==> src/core/epwms_params.svh <==
/*
 Constants for the enhanced PWM steering stage: register offsets, field
 positions, reset values and mode codes. Assumes inclusion by bare name.
*/
`ifndef EPWMS_PARAMS_SVH
`define EPWMS_PARAMS_SVH

// ==========================================
// register map (byte addresses, one word each)
`define EPWMS_ADR_DEL 4'h0
`define EPWMS_ADR_STR 4'h4
`define EPWMS_ADR_CFG 4'h8
`define EPWMS_ADR_SHD 4'hC

// ==========================================
// reset values
`define EPWMS_RST_DEL 8'h00
`define EPWMS_RST_STR 8'h01
`define EPWMS_RST_CFG 8'h00
`define EPWMS_RST_SHD 8'h00

// ==========================================
// field positions
`define EPWMS_DEL_RSEN 7
`define EPWMS_STR_SYNC 4
`define EPWMS_STR_MASK 8'hDF
`define EPWMS_SHD_FLAG 0
`define EPWMS_SHD_SWSET 1

// ==========================================
// mode codes
`define EPWMS_MODE_PWM 2'h3
`define EPWMS_CFG_SINGLE 2'h0
`define EPWMS_COMPLEMENTARY_PAIR_SELECT_NONE 2'h0
`define EPWMS_COMPLEMENTARY_PAIR_SELECT_AB 2'h1
`define EPWMS_COMPLEMENTARY_PAIR_SELECT_AC 2'h2
`define EPWMS_COMPLEMENTARY_PAIR_SELECT_AD 2'h3
`define EPWMS_DB_ZERO 7'h00
`define EPWMS_DB_ONE 7'h01
`define EPWMS_ZERO32 32'h00000000

`endif

==> src/core/epwms_pkg.sv <==
/*
 Types for the enhanced PWM steering stage.
 Assumes epwms_params.svh is compiled alongside.
*/
package epwms_pkg;
   // restart and dead-band control
   typedef struct packed {
      logic auto_restart_enable;
      logic [6:0] dead_band_count;
   } epwms_del_t;

   // steering control
   typedef struct packed {
      logic [1:0] complementary_pair_select;
      logic unused5;
      logic steer_sync_select;
      logic steer_enable_d;
      logic steer_enable_c;
      logic steer_enable_b;
      logic steer_enable_a;
   } epwms_str_t;

   // unit configuration
   typedef struct packed {
      logic [1:0] output_config_bits;
      logic [1:0] mode_hi;
      logic [1:0] polarity;
      logic [1:0] shutdown_level;
   } epwms_cfg_t;

   // shutdown machine states
   typedef enum logic [1:0] {
      EPWMS_RUN,
      EPWMS_SHUT,
      EPWMS_WAIT
   } epwms_state_t;
endpackage

==> src/core/epwms_top.sv <==
/*
 Enhanced PWM output stage: auto-shutdown with restart, dead-band on
 rising edges, pulse steering over four pins, classic Wishbone slave.
 Assumes raw PWM, period start and shutdown condition come from the timer
 and fault logic of the unit, synchronous to MCLK.
*/
// The Wishbone slave port and the address map were decided locally.
`timescale 1ns/1ps
`default_nettype none
`include "epwms_params.svh"

module epwms_top (
   input wire logic MCLK,
   input wire logic SRST,
   input wire logic [3:0] WB_ADR_I,
   input wire logic [31:0] WB_DAT_I,
   output logic [31:0] WB_DAT_O,
   input wire logic WB_WE_I,
   input wire logic [3:0] WB_SEL_I,
   input wire logic WB_CYC_I,
   input wire logic WB_STB_I,
   output logic WB_ACK_O,
   input wire logic PWM_RAW,
   input wire logic PERIOD_START,
   input wire logic SHUTDOWN_COND,
   input wire logic SLEEP,
   input wire logic PRIMARY_CLOCK_IDLE,
   input wire logic [3:0] PORT_DATA,
   input wire logic [3:0] PIN_DIRECTION,
   output logic [3:0] PWM_OUT,
   output logic [3:0] PWM_OE
);

   // ==========================================
   // registers
   epwms_pkg::epwms_del_t del_q;
   epwms_pkg::epwms_str_t str_q;
   epwms_pkg::epwms_str_t str_act_q;
   epwms_pkg::epwms_cfg_t cfg_q;
   epwms_pkg::epwms_state_t st_q;
   logic ack_q;
   logic [31:0] rdat_q;
   logic [6:0] db_cnt_q;
   logic pwm_db_q;
   logic raw_prev_q;
   logic str_pend_q;
   logic [3:0] out_q;
   logic [3:0] oe_q;

   // ==========================================
   // bus decode
   logic wr_stb;
   logic run;
   logic wr_del;
   logic wr_str;
   logic wr_cfg;
   logic wr_shd;
   logic sw_clr;
   logic sw_set;
   logic steer_mode;
   logic shut;
   logic [3:0] en_mask;
   logic pol_on;

   // a single-cycle answer; ack drops the cycle after it was given
   // writes land on the edge at which the master samples ack high, the one
   // edge at which the whole request is known to be standing
   assign wr_stb = WB_CYC_I && WB_STB_I && WB_WE_I && ack_q && WB_SEL_I[0];
   assign wr_del = wr_stb && (WB_ADR_I == `EPWMS_ADR_DEL);
   assign wr_str = wr_stb && (WB_ADR_I == `EPWMS_ADR_STR);
   assign wr_cfg = wr_stb && (WB_ADR_I == `EPWMS_ADR_CFG);
   assign wr_shd = wr_stb && (WB_ADR_I == `EPWMS_ADR_SHD);
   assign sw_clr = wr_shd && !WB_DAT_I[`EPWMS_SHD_FLAG];
   assign sw_set = wr_shd && WB_DAT_I[`EPWMS_SHD_SWSET];
   // sleep halts steering, shutdown, dead band and pins, while ack, reads and register writes go on; primary idle changes nothing
   assign run = !SLEEP;

   // acknowledge
   always_ff @(posedge MCLK) begin
      if (SRST) begin
         ack_q <= 1'b0;
      end else begin
         ack_q <= WB_CYC_I && WB_STB_I && !ack_q;
      end
   end
   assign WB_ACK_O = ack_q;

   // read data; unmapped reads return zero
   always_ff @(posedge MCLK) begin
      if (SRST) begin
         rdat_q <= `EPWMS_ZERO32;
      end else begin
         case (WB_ADR_I)
            `EPWMS_ADR_DEL: rdat_q <= {24'h000000, del_q};
            `EPWMS_ADR_STR: rdat_q <= {24'h000000, str_q & `EPWMS_STR_MASK};
            `EPWMS_ADR_CFG: rdat_q <= {24'h000000, cfg_q};
            // flag is clear again while the restart waits for the period
            `EPWMS_ADR_SHD: rdat_q <= {30'h00000000, 1'b0, st_q == epwms_pkg::EPWMS_SHUT};
            default: rdat_q <= `EPWMS_ZERO32;
         endcase
      end
   end
   assign WB_DAT_O = rdat_q;

   // control registers
   always_ff @(posedge MCLK) begin
      if (SRST) begin
         del_q <= `EPWMS_RST_DEL;
         str_q <= `EPWMS_RST_STR;
         cfg_q <= `EPWMS_RST_CFG;
      end else begin
         if (wr_del) begin
            del_q <= WB_DAT_I[7:0];
         end
         if (wr_str) begin
            str_q <= WB_DAT_I[7:0] & `EPWMS_STR_MASK;
         end
         if (wr_cfg) begin
            cfg_q <= WB_DAT_I[7:0];
         end
      end
   end

   // ==========================================
   // steering update, immediate or at period start
   always_ff @(posedge MCLK) begin
      if (SRST) begin
         str_act_q <= `EPWMS_RST_STR;
         str_pend_q <= 1'b0;
      end else if (run) begin
         if (wr_str && !WB_DAT_I[`EPWMS_STR_SYNC]) begin
            str_act_q <= WB_DAT_I[7:0] & `EPWMS_STR_MASK;
            str_pend_q <= 1'b0;
         end else if (wr_str) begin
            str_pend_q <= 1'b1;
         end else if (str_pend_q && PERIOD_START) begin
            str_act_q <= str_q;
            str_pend_q <= 1'b0;
         end
      end
   end

   // ==========================================
   // shutdown flag and restart machine
   // set wins over a software clear in the same cycle
   always_ff @(posedge MCLK) begin
      if (SRST) begin
         st_q <= epwms_pkg::EPWMS_RUN;
      end else if (run) begin
         case (st_q)
            epwms_pkg::EPWMS_RUN: begin
               if (SHUTDOWN_COND || sw_set) begin
                  st_q <= epwms_pkg::EPWMS_SHUT;
               end
            end
            epwms_pkg::EPWMS_SHUT: begin
               if (SHUTDOWN_COND || sw_set) begin
                  st_q <= epwms_pkg::EPWMS_SHUT;
               end else if (del_q.auto_restart_enable) begin
                  st_q <= epwms_pkg::EPWMS_WAIT;
               end else if (sw_clr) begin
                  st_q <= epwms_pkg::EPWMS_WAIT;
               end
            end
            epwms_pkg::EPWMS_WAIT: begin
               // flag already clear; outputs held off until period start
               if (SHUTDOWN_COND || sw_set) begin
                  st_q <= epwms_pkg::EPWMS_SHUT;
               end else if (PERIOD_START) begin
                  st_q <= epwms_pkg::EPWMS_RUN;
               end
            end
            default: st_q <= epwms_pkg::EPWMS_RUN;
         endcase
      end
   end
   assign shut = (st_q != epwms_pkg::EPWMS_RUN);

   // ==========================================
   // dead band: only the rising edge is delayed
   always_ff @(posedge MCLK) begin
      if (SRST) begin
         db_cnt_q <= `EPWMS_DB_ZERO;
         pwm_db_q <= 1'b0;
         raw_prev_q <= 1'b0;
      end else if (run) begin
         raw_prev_q <= PWM_RAW;
         if (!PWM_RAW) begin
            pwm_db_q <= 1'b0;
            db_cnt_q <= `EPWMS_DB_ZERO;
         end else if (!raw_prev_q) begin
            if (del_q.dead_band_count == `EPWMS_DB_ZERO) begin
               pwm_db_q <= 1'b1;
            end else begin
               db_cnt_q <= del_q.dead_band_count;
            end
         end else if (db_cnt_q == `EPWMS_DB_ONE) begin
            pwm_db_q <= 1'b1;
            db_cnt_q <= `EPWMS_DB_ZERO;
         end else if (db_cnt_q != `EPWMS_DB_ZERO) begin
            db_cnt_q <= db_cnt_q - `EPWMS_DB_ONE;
         end
      end
   end

   // ==========================================
   // steering mask and pin drive
   assign steer_mode = (cfg_q.mode_hi == `EPWMS_MODE_PWM) &&
                       (cfg_q.output_config_bits == `EPWMS_CFG_SINGLE);
   always_comb begin
      case (str_act_q.complementary_pair_select)
         `EPWMS_COMPLEMENTARY_PAIR_SELECT_AB: en_mask = 4'h3;
         `EPWMS_COMPLEMENTARY_PAIR_SELECT_AC: en_mask = 4'h5;
         `EPWMS_COMPLEMENTARY_PAIR_SELECT_AD: en_mask = 4'h9;
         default: en_mask = {str_act_q.steer_enable_d, str_act_q.steer_enable_c,
                             str_act_q.steer_enable_b, str_act_q.steer_enable_a};
      endcase
   end
   // polarity bit 0 set means active low
   assign pol_on = pwm_db_q ^ cfg_q.polarity[0];

   always_ff @(posedge MCLK) begin
      if (SRST) begin
         out_q <= 4'h0;
         oe_q <= 4'h0;
      end else if (run) begin
         for (int i = 0; i < 4; i++) begin
            if (steer_mode && en_mask[i]) begin
               // shutdown touches only pins carrying PWM
               if (shut) begin
                  out_q[i] <= cfg_q.shutdown_level[0];
                  oe_q[i] <= !cfg_q.shutdown_level[1] && !PIN_DIRECTION[i];
               end else begin
                  out_q[i] <= pol_on;
                  oe_q[i] <= !PIN_DIRECTION[i];
               end
            end else begin
               out_q[i] <= PORT_DATA[i];
               oe_q[i] <= !PIN_DIRECTION[i];
            end
         end
      end
   end
   assign PWM_OUT = out_q;
   assign PWM_OE = oe_q;

   // ==========================================
   // checks
   AST_ACK_ONE: assert property (@(posedge MCLK) disable iff (SRST)
      WB_ACK_O |=> !WB_ACK_O) else $error("ack held two cycles");
   AST_BIT5_ZERO: assert property (@(posedge MCLK) disable iff (SRST)
      !str_q.unused5) else $error("bit five stored");
   AST_RESTART: assert property (@(posedge MCLK) disable iff (SRST)
      (st_q == epwms_pkg::EPWMS_SHUT && !SHUTDOWN_COND && !sw_set && run &&
       del_q.auto_restart_enable) |=> st_q == epwms_pkg::EPWMS_WAIT)
      else $error("auto restart missed");
   AST_HOLD: assert property (@(posedge MCLK) disable iff (SRST)
      (st_q == epwms_pkg::EPWMS_SHUT && !del_q.auto_restart_enable && !sw_clr)
      |=> st_q == epwms_pkg::EPWMS_SHUT) else $error("left shutdown alone");
   AST_WAIT_PERIOD: assert property (@(posedge MCLK) disable iff (SRST)
      (st_q == epwms_pkg::EPWMS_WAIT && !PERIOD_START) |=> st_q != epwms_pkg::EPWMS_RUN)
      else $error("restart before period");
   AST_FALL_NODELAY: assert property (@(posedge MCLK) disable iff (SRST)
      (!PWM_RAW && run) |=> !pwm_db_q) else $error("falling edge delayed");
   AST_ZERO_DB: assert property (@(posedge MCLK) disable iff (SRST)
      (PWM_RAW && !raw_prev_q && run && del_q.dead_band_count == `EPWMS_DB_ZERO)
      |=> pwm_db_q) else $error("zero count delayed");
   AST_DB_HOLD: assert property (@(posedge MCLK) disable iff (SRST)
      (db_cnt_q > `EPWMS_DB_ONE && PWM_RAW && raw_prev_q) |=> !pwm_db_q)
      else $error("edge too early");
   AST_IMMED: assert property (@(posedge MCLK) disable iff (SRST)
      (wr_str && run && !WB_DAT_I[`EPWMS_STR_SYNC]) |=>
      (str_act_q == ($past(WB_DAT_I[7:0]) & `EPWMS_STR_MASK)))
      else $error("steering not immediate");
   AST_SLEEP: assert property (@(posedge MCLK) disable iff (SRST)
      SLEEP |=> $stable(out_q) && $stable(oe_q)) else $error("pins moved in sleep");
   AST_PORT: assert property (@(posedge MCLK) disable iff (SRST)
      (!steer_mode && run) |=> out_q == $past(PORT_DATA)) else $error("port not passed");

   // ==========================================
   // pin, register and steering checks
   // pins show what was chosen one edge earlier, so the pin checks take mask, waveform, port and level with $past
   AST_STEERED: assert property (@(posedge MCLK) disable iff (SRST)
      (run && steer_mode && !shut) |=>
      ((PWM_OUT & $past(en_mask)) == ({4{$past(pol_on)}} & $past(en_mask))))
      else $error("steered pin lost the waveform");
   AST_UNSTEERED: assert property (@(posedge MCLK) disable iff (SRST)
      (run && steer_mode) |=>
      ((PWM_OUT & ~$past(en_mask)) == ($past(PORT_DATA) & ~$past(en_mask))))
      else $error("unsteered pin not port");
   AST_SHUT_LEVEL: assert property (@(posedge MCLK) disable iff (SRST)
      (run && steer_mode && shut) |=>
      ((PWM_OUT & $past(en_mask)) == ({4{$past(cfg_q.shutdown_level[0])}} & $past(en_mask))))
      else $error("shutdown level wrong");
   AST_SHUT_TRI: assert property (@(posedge MCLK) disable iff (SRST)
      (run && steer_mode && shut && cfg_q.shutdown_level[1]) |=>
      ((PWM_OE & $past(en_mask)) == 4'h0))
      else $error("shutdown pin still driven");
   AST_PEND: assert property (@(posedge MCLK) disable iff (SRST)
      (str_pend_q && PERIOD_START && run && !wr_str) |=> (str_act_q == $past(str_q)))
      else $error("deferred steering not applied");
   AST_DEFER: assert property (@(posedge MCLK) disable iff (SRST)
      (wr_str && WB_DAT_I[`EPWMS_STR_SYNC]) |=> $stable(str_act_q))
      else $error("synced steering applied early");
   AST_IDLE: assert property (@(posedge MCLK) disable iff (SRST)
      (PRIMARY_CLOCK_IDLE && !SLEEP) |-> run) else $error("idle stopped the module");
   AST_RST_PINS: assert property (@(posedge MCLK)
      SRST |=> (PWM_OE == 4'h0)) else $error("pins driven after reset");
   AST_RST_REGS: assert property (@(posedge MCLK)
      SRST |=> (del_q == `EPWMS_RST_DEL && str_q == `EPWMS_RST_STR &&
                cfg_q == `EPWMS_RST_CFG && st_q == epwms_pkg::EPWMS_RUN))
      else $error("registers not reset");
   AST_WR_LAND: assert property (@(posedge MCLK) disable iff (SRST)
      wr_del |=> (del_q == $past(WB_DAT_I[7:0]))) else $error("write did not land");
   COV_SHUT: cover property (@(posedge MCLK) st_q == epwms_pkg::EPWMS_SHUT);
   COV_REST: cover property (@(posedge MCLK)
      st_q == epwms_pkg::EPWMS_WAIT ##1 st_q == epwms_pkg::EPWMS_RUN);
   COV_DB: cover property (@(posedge MCLK) db_cnt_q == `EPWMS_DB_ONE);
   COV_SYNC: cover property (@(posedge MCLK) str_pend_q && PERIOD_START);
   COV_SWSET: cover property (@(posedge MCLK) sw_set);
endmodule

`default_nettype wire

==> config.mk <==
export PLATFORM = sky130hd
export DESIGN_NAME = epwms_top
export DESIGN_NICKNAME = d
export VERILOG_FILES = /design/src/core/epwms_pkg.sv /design/src/core/epwms_top.sv
export VERILOG_INCLUDE_DIRS = /design/src /design/src/core
export SDC_FILE = /design/constraint.sdc
export NUM_CORES = 1
export LEC_CHECK = 0
export ABC_AREA = 1
export BUFFER_PORTS_ARGS = -buffer_cell sky130_fd_sc_hd__buf_2
export CAP_MARGIN = 20
export CORE_ASPECT_RATIO = 2
export CORE_MARGIN = 2
export CORE_UTILIZATION = 25
export DETAILED_ROUTE_END_ITERATION = 7
export PLACE_DENSITY = 0.42
export SLEW_MARGIN = 20
export SYNTH_ARGS = -nofsm -noshare
export SYNTH_HDL_FRONTEND = slang
export SYNTH_SLANG_ARGS = --single-unit
==> constraint.sdc <==
create_clock -name MCLK -period 3.39 [get_ports MCLK]
set_input_delay 0 -clock MCLK [delete_from_list [all_inputs] [get_ports MCLK]]
set_output_delay 0 -clock MCLK [all_outputs]
set_load 0.005 [all_outputs]
==> impl_metrics.toml, run 1 <==
[pwr]
internal_power_uw = 1260
seqPwrFrac_pct = 42.4
power.density_nw_per_um2 = 479
switchingPower_uw = 414
switching_share_pct = 24.7
peakVddDrop_mv = 0.285
pwr-share-comb_pct = 9.9
pwr-share-clk_pct = 47.7
p_leak_uw = 0.00166

[timing]
min_period_ns = 1.83
fmax_ghz = 0.546
finalMaxSlewViolations = 0
hold_viol = 0
setup_viol_count_final = 0
post-route-worst-setup-slack_ns = 1.56
setup_tns_ns = 0
slew_headroom_pct = 46.3
timing.final.crit_share_pct = 54.1
rsz0062_at_grt = "false"
fin_skew_ns = 0.00682
tightestPinTransition_ns = 0.805

[critical_path]
crit_fanout = 12
worstSetupPathType = "reg -> reg"
arrival_ns = 2.03
cp-start-kind = "register"
rr_worst_depth = 8
end_kind = "register"
worst_ep_required_time_ns = 3.59

[global_routing]
grt_pass1_vias = 2532
antenna_found_initial = 0
track_usage_pct = 13.6
grt_max_degree = 26
grt_pass1_wl_mm = 12.7
gr-total-overflow = 0

[final_layout]
final_common_cell = "nand2_1"
stdcell_area_um2 = 3500
fin_util_pct = 31.0
final_cell_mix = "nand2_1, dfxtp_1, nor2_1"
area_growth_pct = 21.3
drive_gt1_share_pct = 16.5
fin_nets = 530
n_antenna_cell = 0

[clocking]
clk_pin_slew_ns = 0.05
clockBufferDepth = 2
post_cts_buffers = 0
cts_max_level = 3
cts-root-buf = "clkbuf_16"
clk_latency_ns = 0.33
postCtsResizedCells = 0
cts_buffers = 9
cts_tree = "yes"
clock_sinks = 58

[min_path]
whs_path_depth = 3
hp-class = "in -> reg"

[floorplanning]
io_pins = 99
fp.dieW_um = 79.9
die_area_um2 = 12500
start_util_pct = 25.6
fp.dieH_um = 156
fp.coreArea_um2 = 11300
rows = 55

[drt]
wl_per_cell_um = 13.2
vias = 2713
totalWireLength_mm = 8.12
drtIter0Drc = 117
ant_nets = 0
drc_errors = 0
firstDrtPassIters = 4
viasPerCell = 4.41

[yosys]
synthDistinctLibCells = 31
synth_seq_cells = 58
async_flop_share_pct = 0
synth_edf_count = 0
yosys_warnings = 0
syn_avg_cell_area_um2 = 6.93
synth_flop_cell = "dfxtp_1"
synthCells = 416
netlist_area_um2 = 2880
yosysSeqAreaShare_pct = 40.3

[place]
place_ws_ns = 1.54
dp_hpwl_mm = 6.26
gp_congestion = 0.803
io_buffers = 46
dpl_cell_area_um2 = 3150

[run]
cap_viol_max_count = 0

[outcome]
status = "finished clean"
## logic make-up after synthesis
kind of cell / Yosys count / synth area share, %
simple gates: 173 / 25.3
compound gates: 93 / 17.7
buf+inv: 85 / 14.6
flops: 58 / 40.3
xor+xnor: 4 / 1.21
fa+ha+maj: 2 / 0.868
other cells: 1 / 0.130
## state kept, by name, summed over array words and instances, names as in the netlist
signal	flops
PWM_OE	4
raw_prev_q	1
str_q	7
pwm_db_q	1
del_q	8
st_q	2
db_cnt_q	7
WB_DAT_O	8
PWM_OUT	4
str_act_q	6
WB_ACK_O	1
str_pend_q	1
cfg_q	8
## power groups by stage
stage	clock [µW]	combinational [µW]	sequential (µW)
finish	799	166	712
floorplan	0	125	724
global placement	0	157	725
CTS	820	168	711
detailed placement	0	159	725
global route	852	190	714
## cell usage after synthesis, types with 2 or more instances
| cell | number | area (µm²) |
|---|---|---|
| o21ai_0 | 22 | 110 |
| inv_1 | 38 | 143 |
| nand3_1 | 20 | 100 |
| buf_1 | 3 | 11.3 |
| nand4_1 | 4 | 25.0 |
| o22ai_1 | 2 | 12.5 |
| xor2_1 | 2 | 17.5 |
| a22oi_1 | 4 | 30.0 |
| o21ai_1 | 24 | 120 |
| buf_4 | 24 | 180 |
| buf_2 | 3 | 15.0 |
| dfxtp_1 | 58 | 1160 |
| nor2_1 | 57 | 214 |
| ha_1 | 2 | 25.0 |
| nand2_1 | 81 | 304 |
| inv_2 | 11 | 41.3 |
| o211ai_1 | 9 | 67.6 |
| clkbuf_1 | 5 | 18.8 |
| a21oi_1 | 30 | 150 |
| nor3_1 | 5 | 25.0 |
| xnor2_1 | 2 | 17.5 |
## layer usage
metal	track usage, %	up-vias	share of wire, %
met2	26.1	73	57
li1	-	1410	-
met1	13.1	1214	36
met4	6.13	0	2.6
met5	0	-	0
met3	3.47	16	4.3
## cell type report
class                      count  area (µm²)
inverter                      49         184
fill                        1284        7790
clock buffer                  10         239
sequential                    58        1160
tap                          142         178
timing repair buffer          56         328
multi-input combinational    296        1390
clock inverter                 4        20.0
## worst paths after layout
| kind | startpoint | endpoint | slack [ns] |
|---|---|---|---|
| max | db_cnt_q[0] | db_cnt_q[1] | 1.56 |
| min | WB_DAT_I[1] | cfg_q[1] | 0.01 |
| max reg2reg | db_cnt_q[0] | db_cnt_q[1] | 1.56 |
| min reg2reg | WB_ACK_O | WB_ACK_O | 0.45 |
## critical path, cell delays in order (launching register included)
cell	delay [ns]
dfxtp_1	0.36
inv_1	0.11
ha_1	0.28
nand2_1	0.13
nor2_1	0.06
nand3_1	0.09
nand3_1	0.36
o21ai_1	0.25
a21oi_1	0.06
## metrics by stage
step	hold WS (ns)	cells	total power [µW]
6_report	0.00987	615	1680
5_1_grt	0.0238	615	1760
4_1_cts	0.00880	615	1700
3_5_place_dp	0.254	592	884
3_3_place_gp	0.258	592	882
2_1_floorplan	0.143	439	849
## repair_timing
action,in CTS,in global routing
hold buffers,9,0
endpoints found under the setup margin,0,0
endpoints found under the hold margin,19,0
(Power assumes the default switching activity.)
==> inputs of run 2 (changes only) <==
Settings changed: PLACE_DENSITY 0.42 to 0.43.
Clock period 3.39 ns to 1.6 ns, I/O delays scaled along.
==> run 2 against run 1 <==
  * Largest power group unchanged
  * Worst setup slack got worse by 1.4 ns
  * Flip-flop and latch count is the same
  * Critical endpoint is now str_act_q[1]
  * Die area unchanged
==> impl_metrics.toml, run 2 (synthesis results as in run 1) <==
[floorplanning]
fp.dieH_um = 156
die_area_um2 = 12500
fp.dieW_um = 79.9
rows = 55
start_util_pct = 25.6
fp.coreArea_um2 = 11300
io_pins = 99

[final_layout]
stdcell_area_um2 = 3740
area_growth_pct = 29.7
final_common_cell = "nand2_1"
fin_nets = 550
drive_gt1_share_pct = 22.8
final_cells = 637
final_cell_mix = "nand2_1, dfxtp_1, nor2_1"
n_antenna_cell = 0

[drt]
totalWireLength_mm = 8.35
wl_met2_mm = 4.95
highest_layer = "met4"
route.met3.wl_um = 280
viasPerCell = 4.38
drtIter0Drc = 109
vias = 2791
ant_nets = 0
wl_per_cell_um = 13.1
wl_met1_mm = 2.96
drc_errors = 0
firstDrtPassIters = 4

[pwr]
switchingPower_uw = 904
power.density_nw_per_um2 = 993
switching_share_pct = 24.3
peakVddDrop_mv = 0.521
internal_power_uw = 2810
p_leak_uw = 0.00178
pwr-share-comb_pct = 10.6
seqPwrFrac_pct = 40.6
pwr-share-clk_pct = 48.8

[clocking]
cts_tree = "yes"
clk_pin_slew_ns = 0.05
clock_sinks = 58
clockBufferDepth = 2
cts-root-buf = "clkbuf_16"
cts_max_level = 3
clk_latency_ns = 0.33
cts_buffers = 9

[critical_path]
cp-start-kind = "register"
end_kind = "register"
crit_fanout = 7
worstSetupPathType = "reg -> reg"
arrival_ns = 1.69
worst_ep_required_time_ns = 1.82

[timing]
setup_tns_ns = 0
fin_skew_ns = 0.00808
setup_viol_count_final = 0
finalMaxSlewViolations = 0
min_period_ns = 1.47
timing.final.crit_share_pct = 92.2
rsz0062_at_grt = "false"
hold_viol = 0
fmax_ghz = 0.678

[place]
dp_hpwl_mm = 6.56
dpl_cell_area_um2 = 3300
io_buffers = 46
gp_congestion = 0.829
dp_cells = 611

[global_routing]
grt_pass1_vias = 2671
grt_max_degree = 34
track_usage_pct = 14.0
antenna_found_initial = 0
grt_pass1_wl_mm = 13.0
gr-total-overflow = 0

[min_path]
hp-class = "in -> reg"

[outcome]
status = "finished clean"

[run]
cap_viol_max_count = 0
-- run 2: cell types whose count changed in the layout (fill, tap and decap cells not counted), sizes merged --
cell / delta
buf: +21
clkbuf: +4
clkinv: -2
dlygate4sd3: -1
-- run 2: power by group through the flow --
| stage | Combinational (µW) | Sequential [µW] | Clock [µW] |
|---|---|---|---|
| 2_1_floorplan | 264 | 1530 | 0 |
| 3_3_place_gp | 370 | 1540 | 0 |
| 3_5_place_dp | 371 | 1540 | 0 |
| 4_1_cts | 389 | 1510 | 1870 |
| 5_1_grt | 443 | 1510 | 1950 |
| 6_report | 393 | 1510 | 1810 |
-- run 2: path summary, 6_finish.rpt --
kind             from            to  slack, ns  cells past startpoint
max          WB_ACK_O  str_act_q[1]       0.13                     10
min           PWM_RAW    raw_prev_q       0.01                      3
max reg2reg  WB_ACK_O  str_act_q[1]       0.13                     10
min reg2reg  WB_ACK_O      WB_ACK_O       0.43                      1
-- run 2: repair_timing --
item / 4_1_cts / 5_1_grt
pin swaps: 0 / 6
setup endpoints to repair: 1 / 16
hold buffers: 8 / 0
buffers inserted: 0 / 2
endpoints found under the hold margin: 15 / 0
gates resized for setup: 1 / 18
-- run 2: layout make-up --
type	instances	area (µm²)
clock buffer	14	274
clock inverter	2	10.0
fill	1264	7550
inverter	49	186
multi-input combinational	296	1430
sequential	58	1160
tap	142	178
timing repair buffer	76	495
-- run 2: per-stage QoR --
| step | setup slack [ns] | util, % | hold slack (ns) | total power [µW] |
|---|---|---|---|---|
| after floorplan | 0.157 | - | 0.143 | 1800 |
| after global placement | 0.0404 | 29.3 | 0.254 | 1900 |
| after global routing | 0.000251 | 33.1 | 0.0117 | 3910 |
| after detailed placement | -0.00424 | 29.3 | 0.258 | 1910 |
| final | 0.125 | 33.1 | 0.00988 | 3720 |
| after CTS | 0.0851 | 32.5 | 0.00549 | 3760 |
-- run 2: critical path, stage by stage, from the launching register on --
cell and delay, ns:
dfxtp_2 0.34, nand3_2 0.09, nor2_4 0.11, buf_6 0.12, nand2_4 0.07, nand2_2 0.08, nand2_2 0.06, nor2_4 0.23
inv_4 0.09, nor2_2 0.11, nor2_1 0.05
-- run 2: routing by layer --
| layer | up-vias | GRT usage [%] |
|---|---|---|
| li1 | 1452 | - |
| met1 | 1272 | 13.4 |
| met2 | 57 | 27.1 |
| met3 | 10 | 3.01 |
| met4 | 0 | 6.21 |
| met5 | - | 0 |
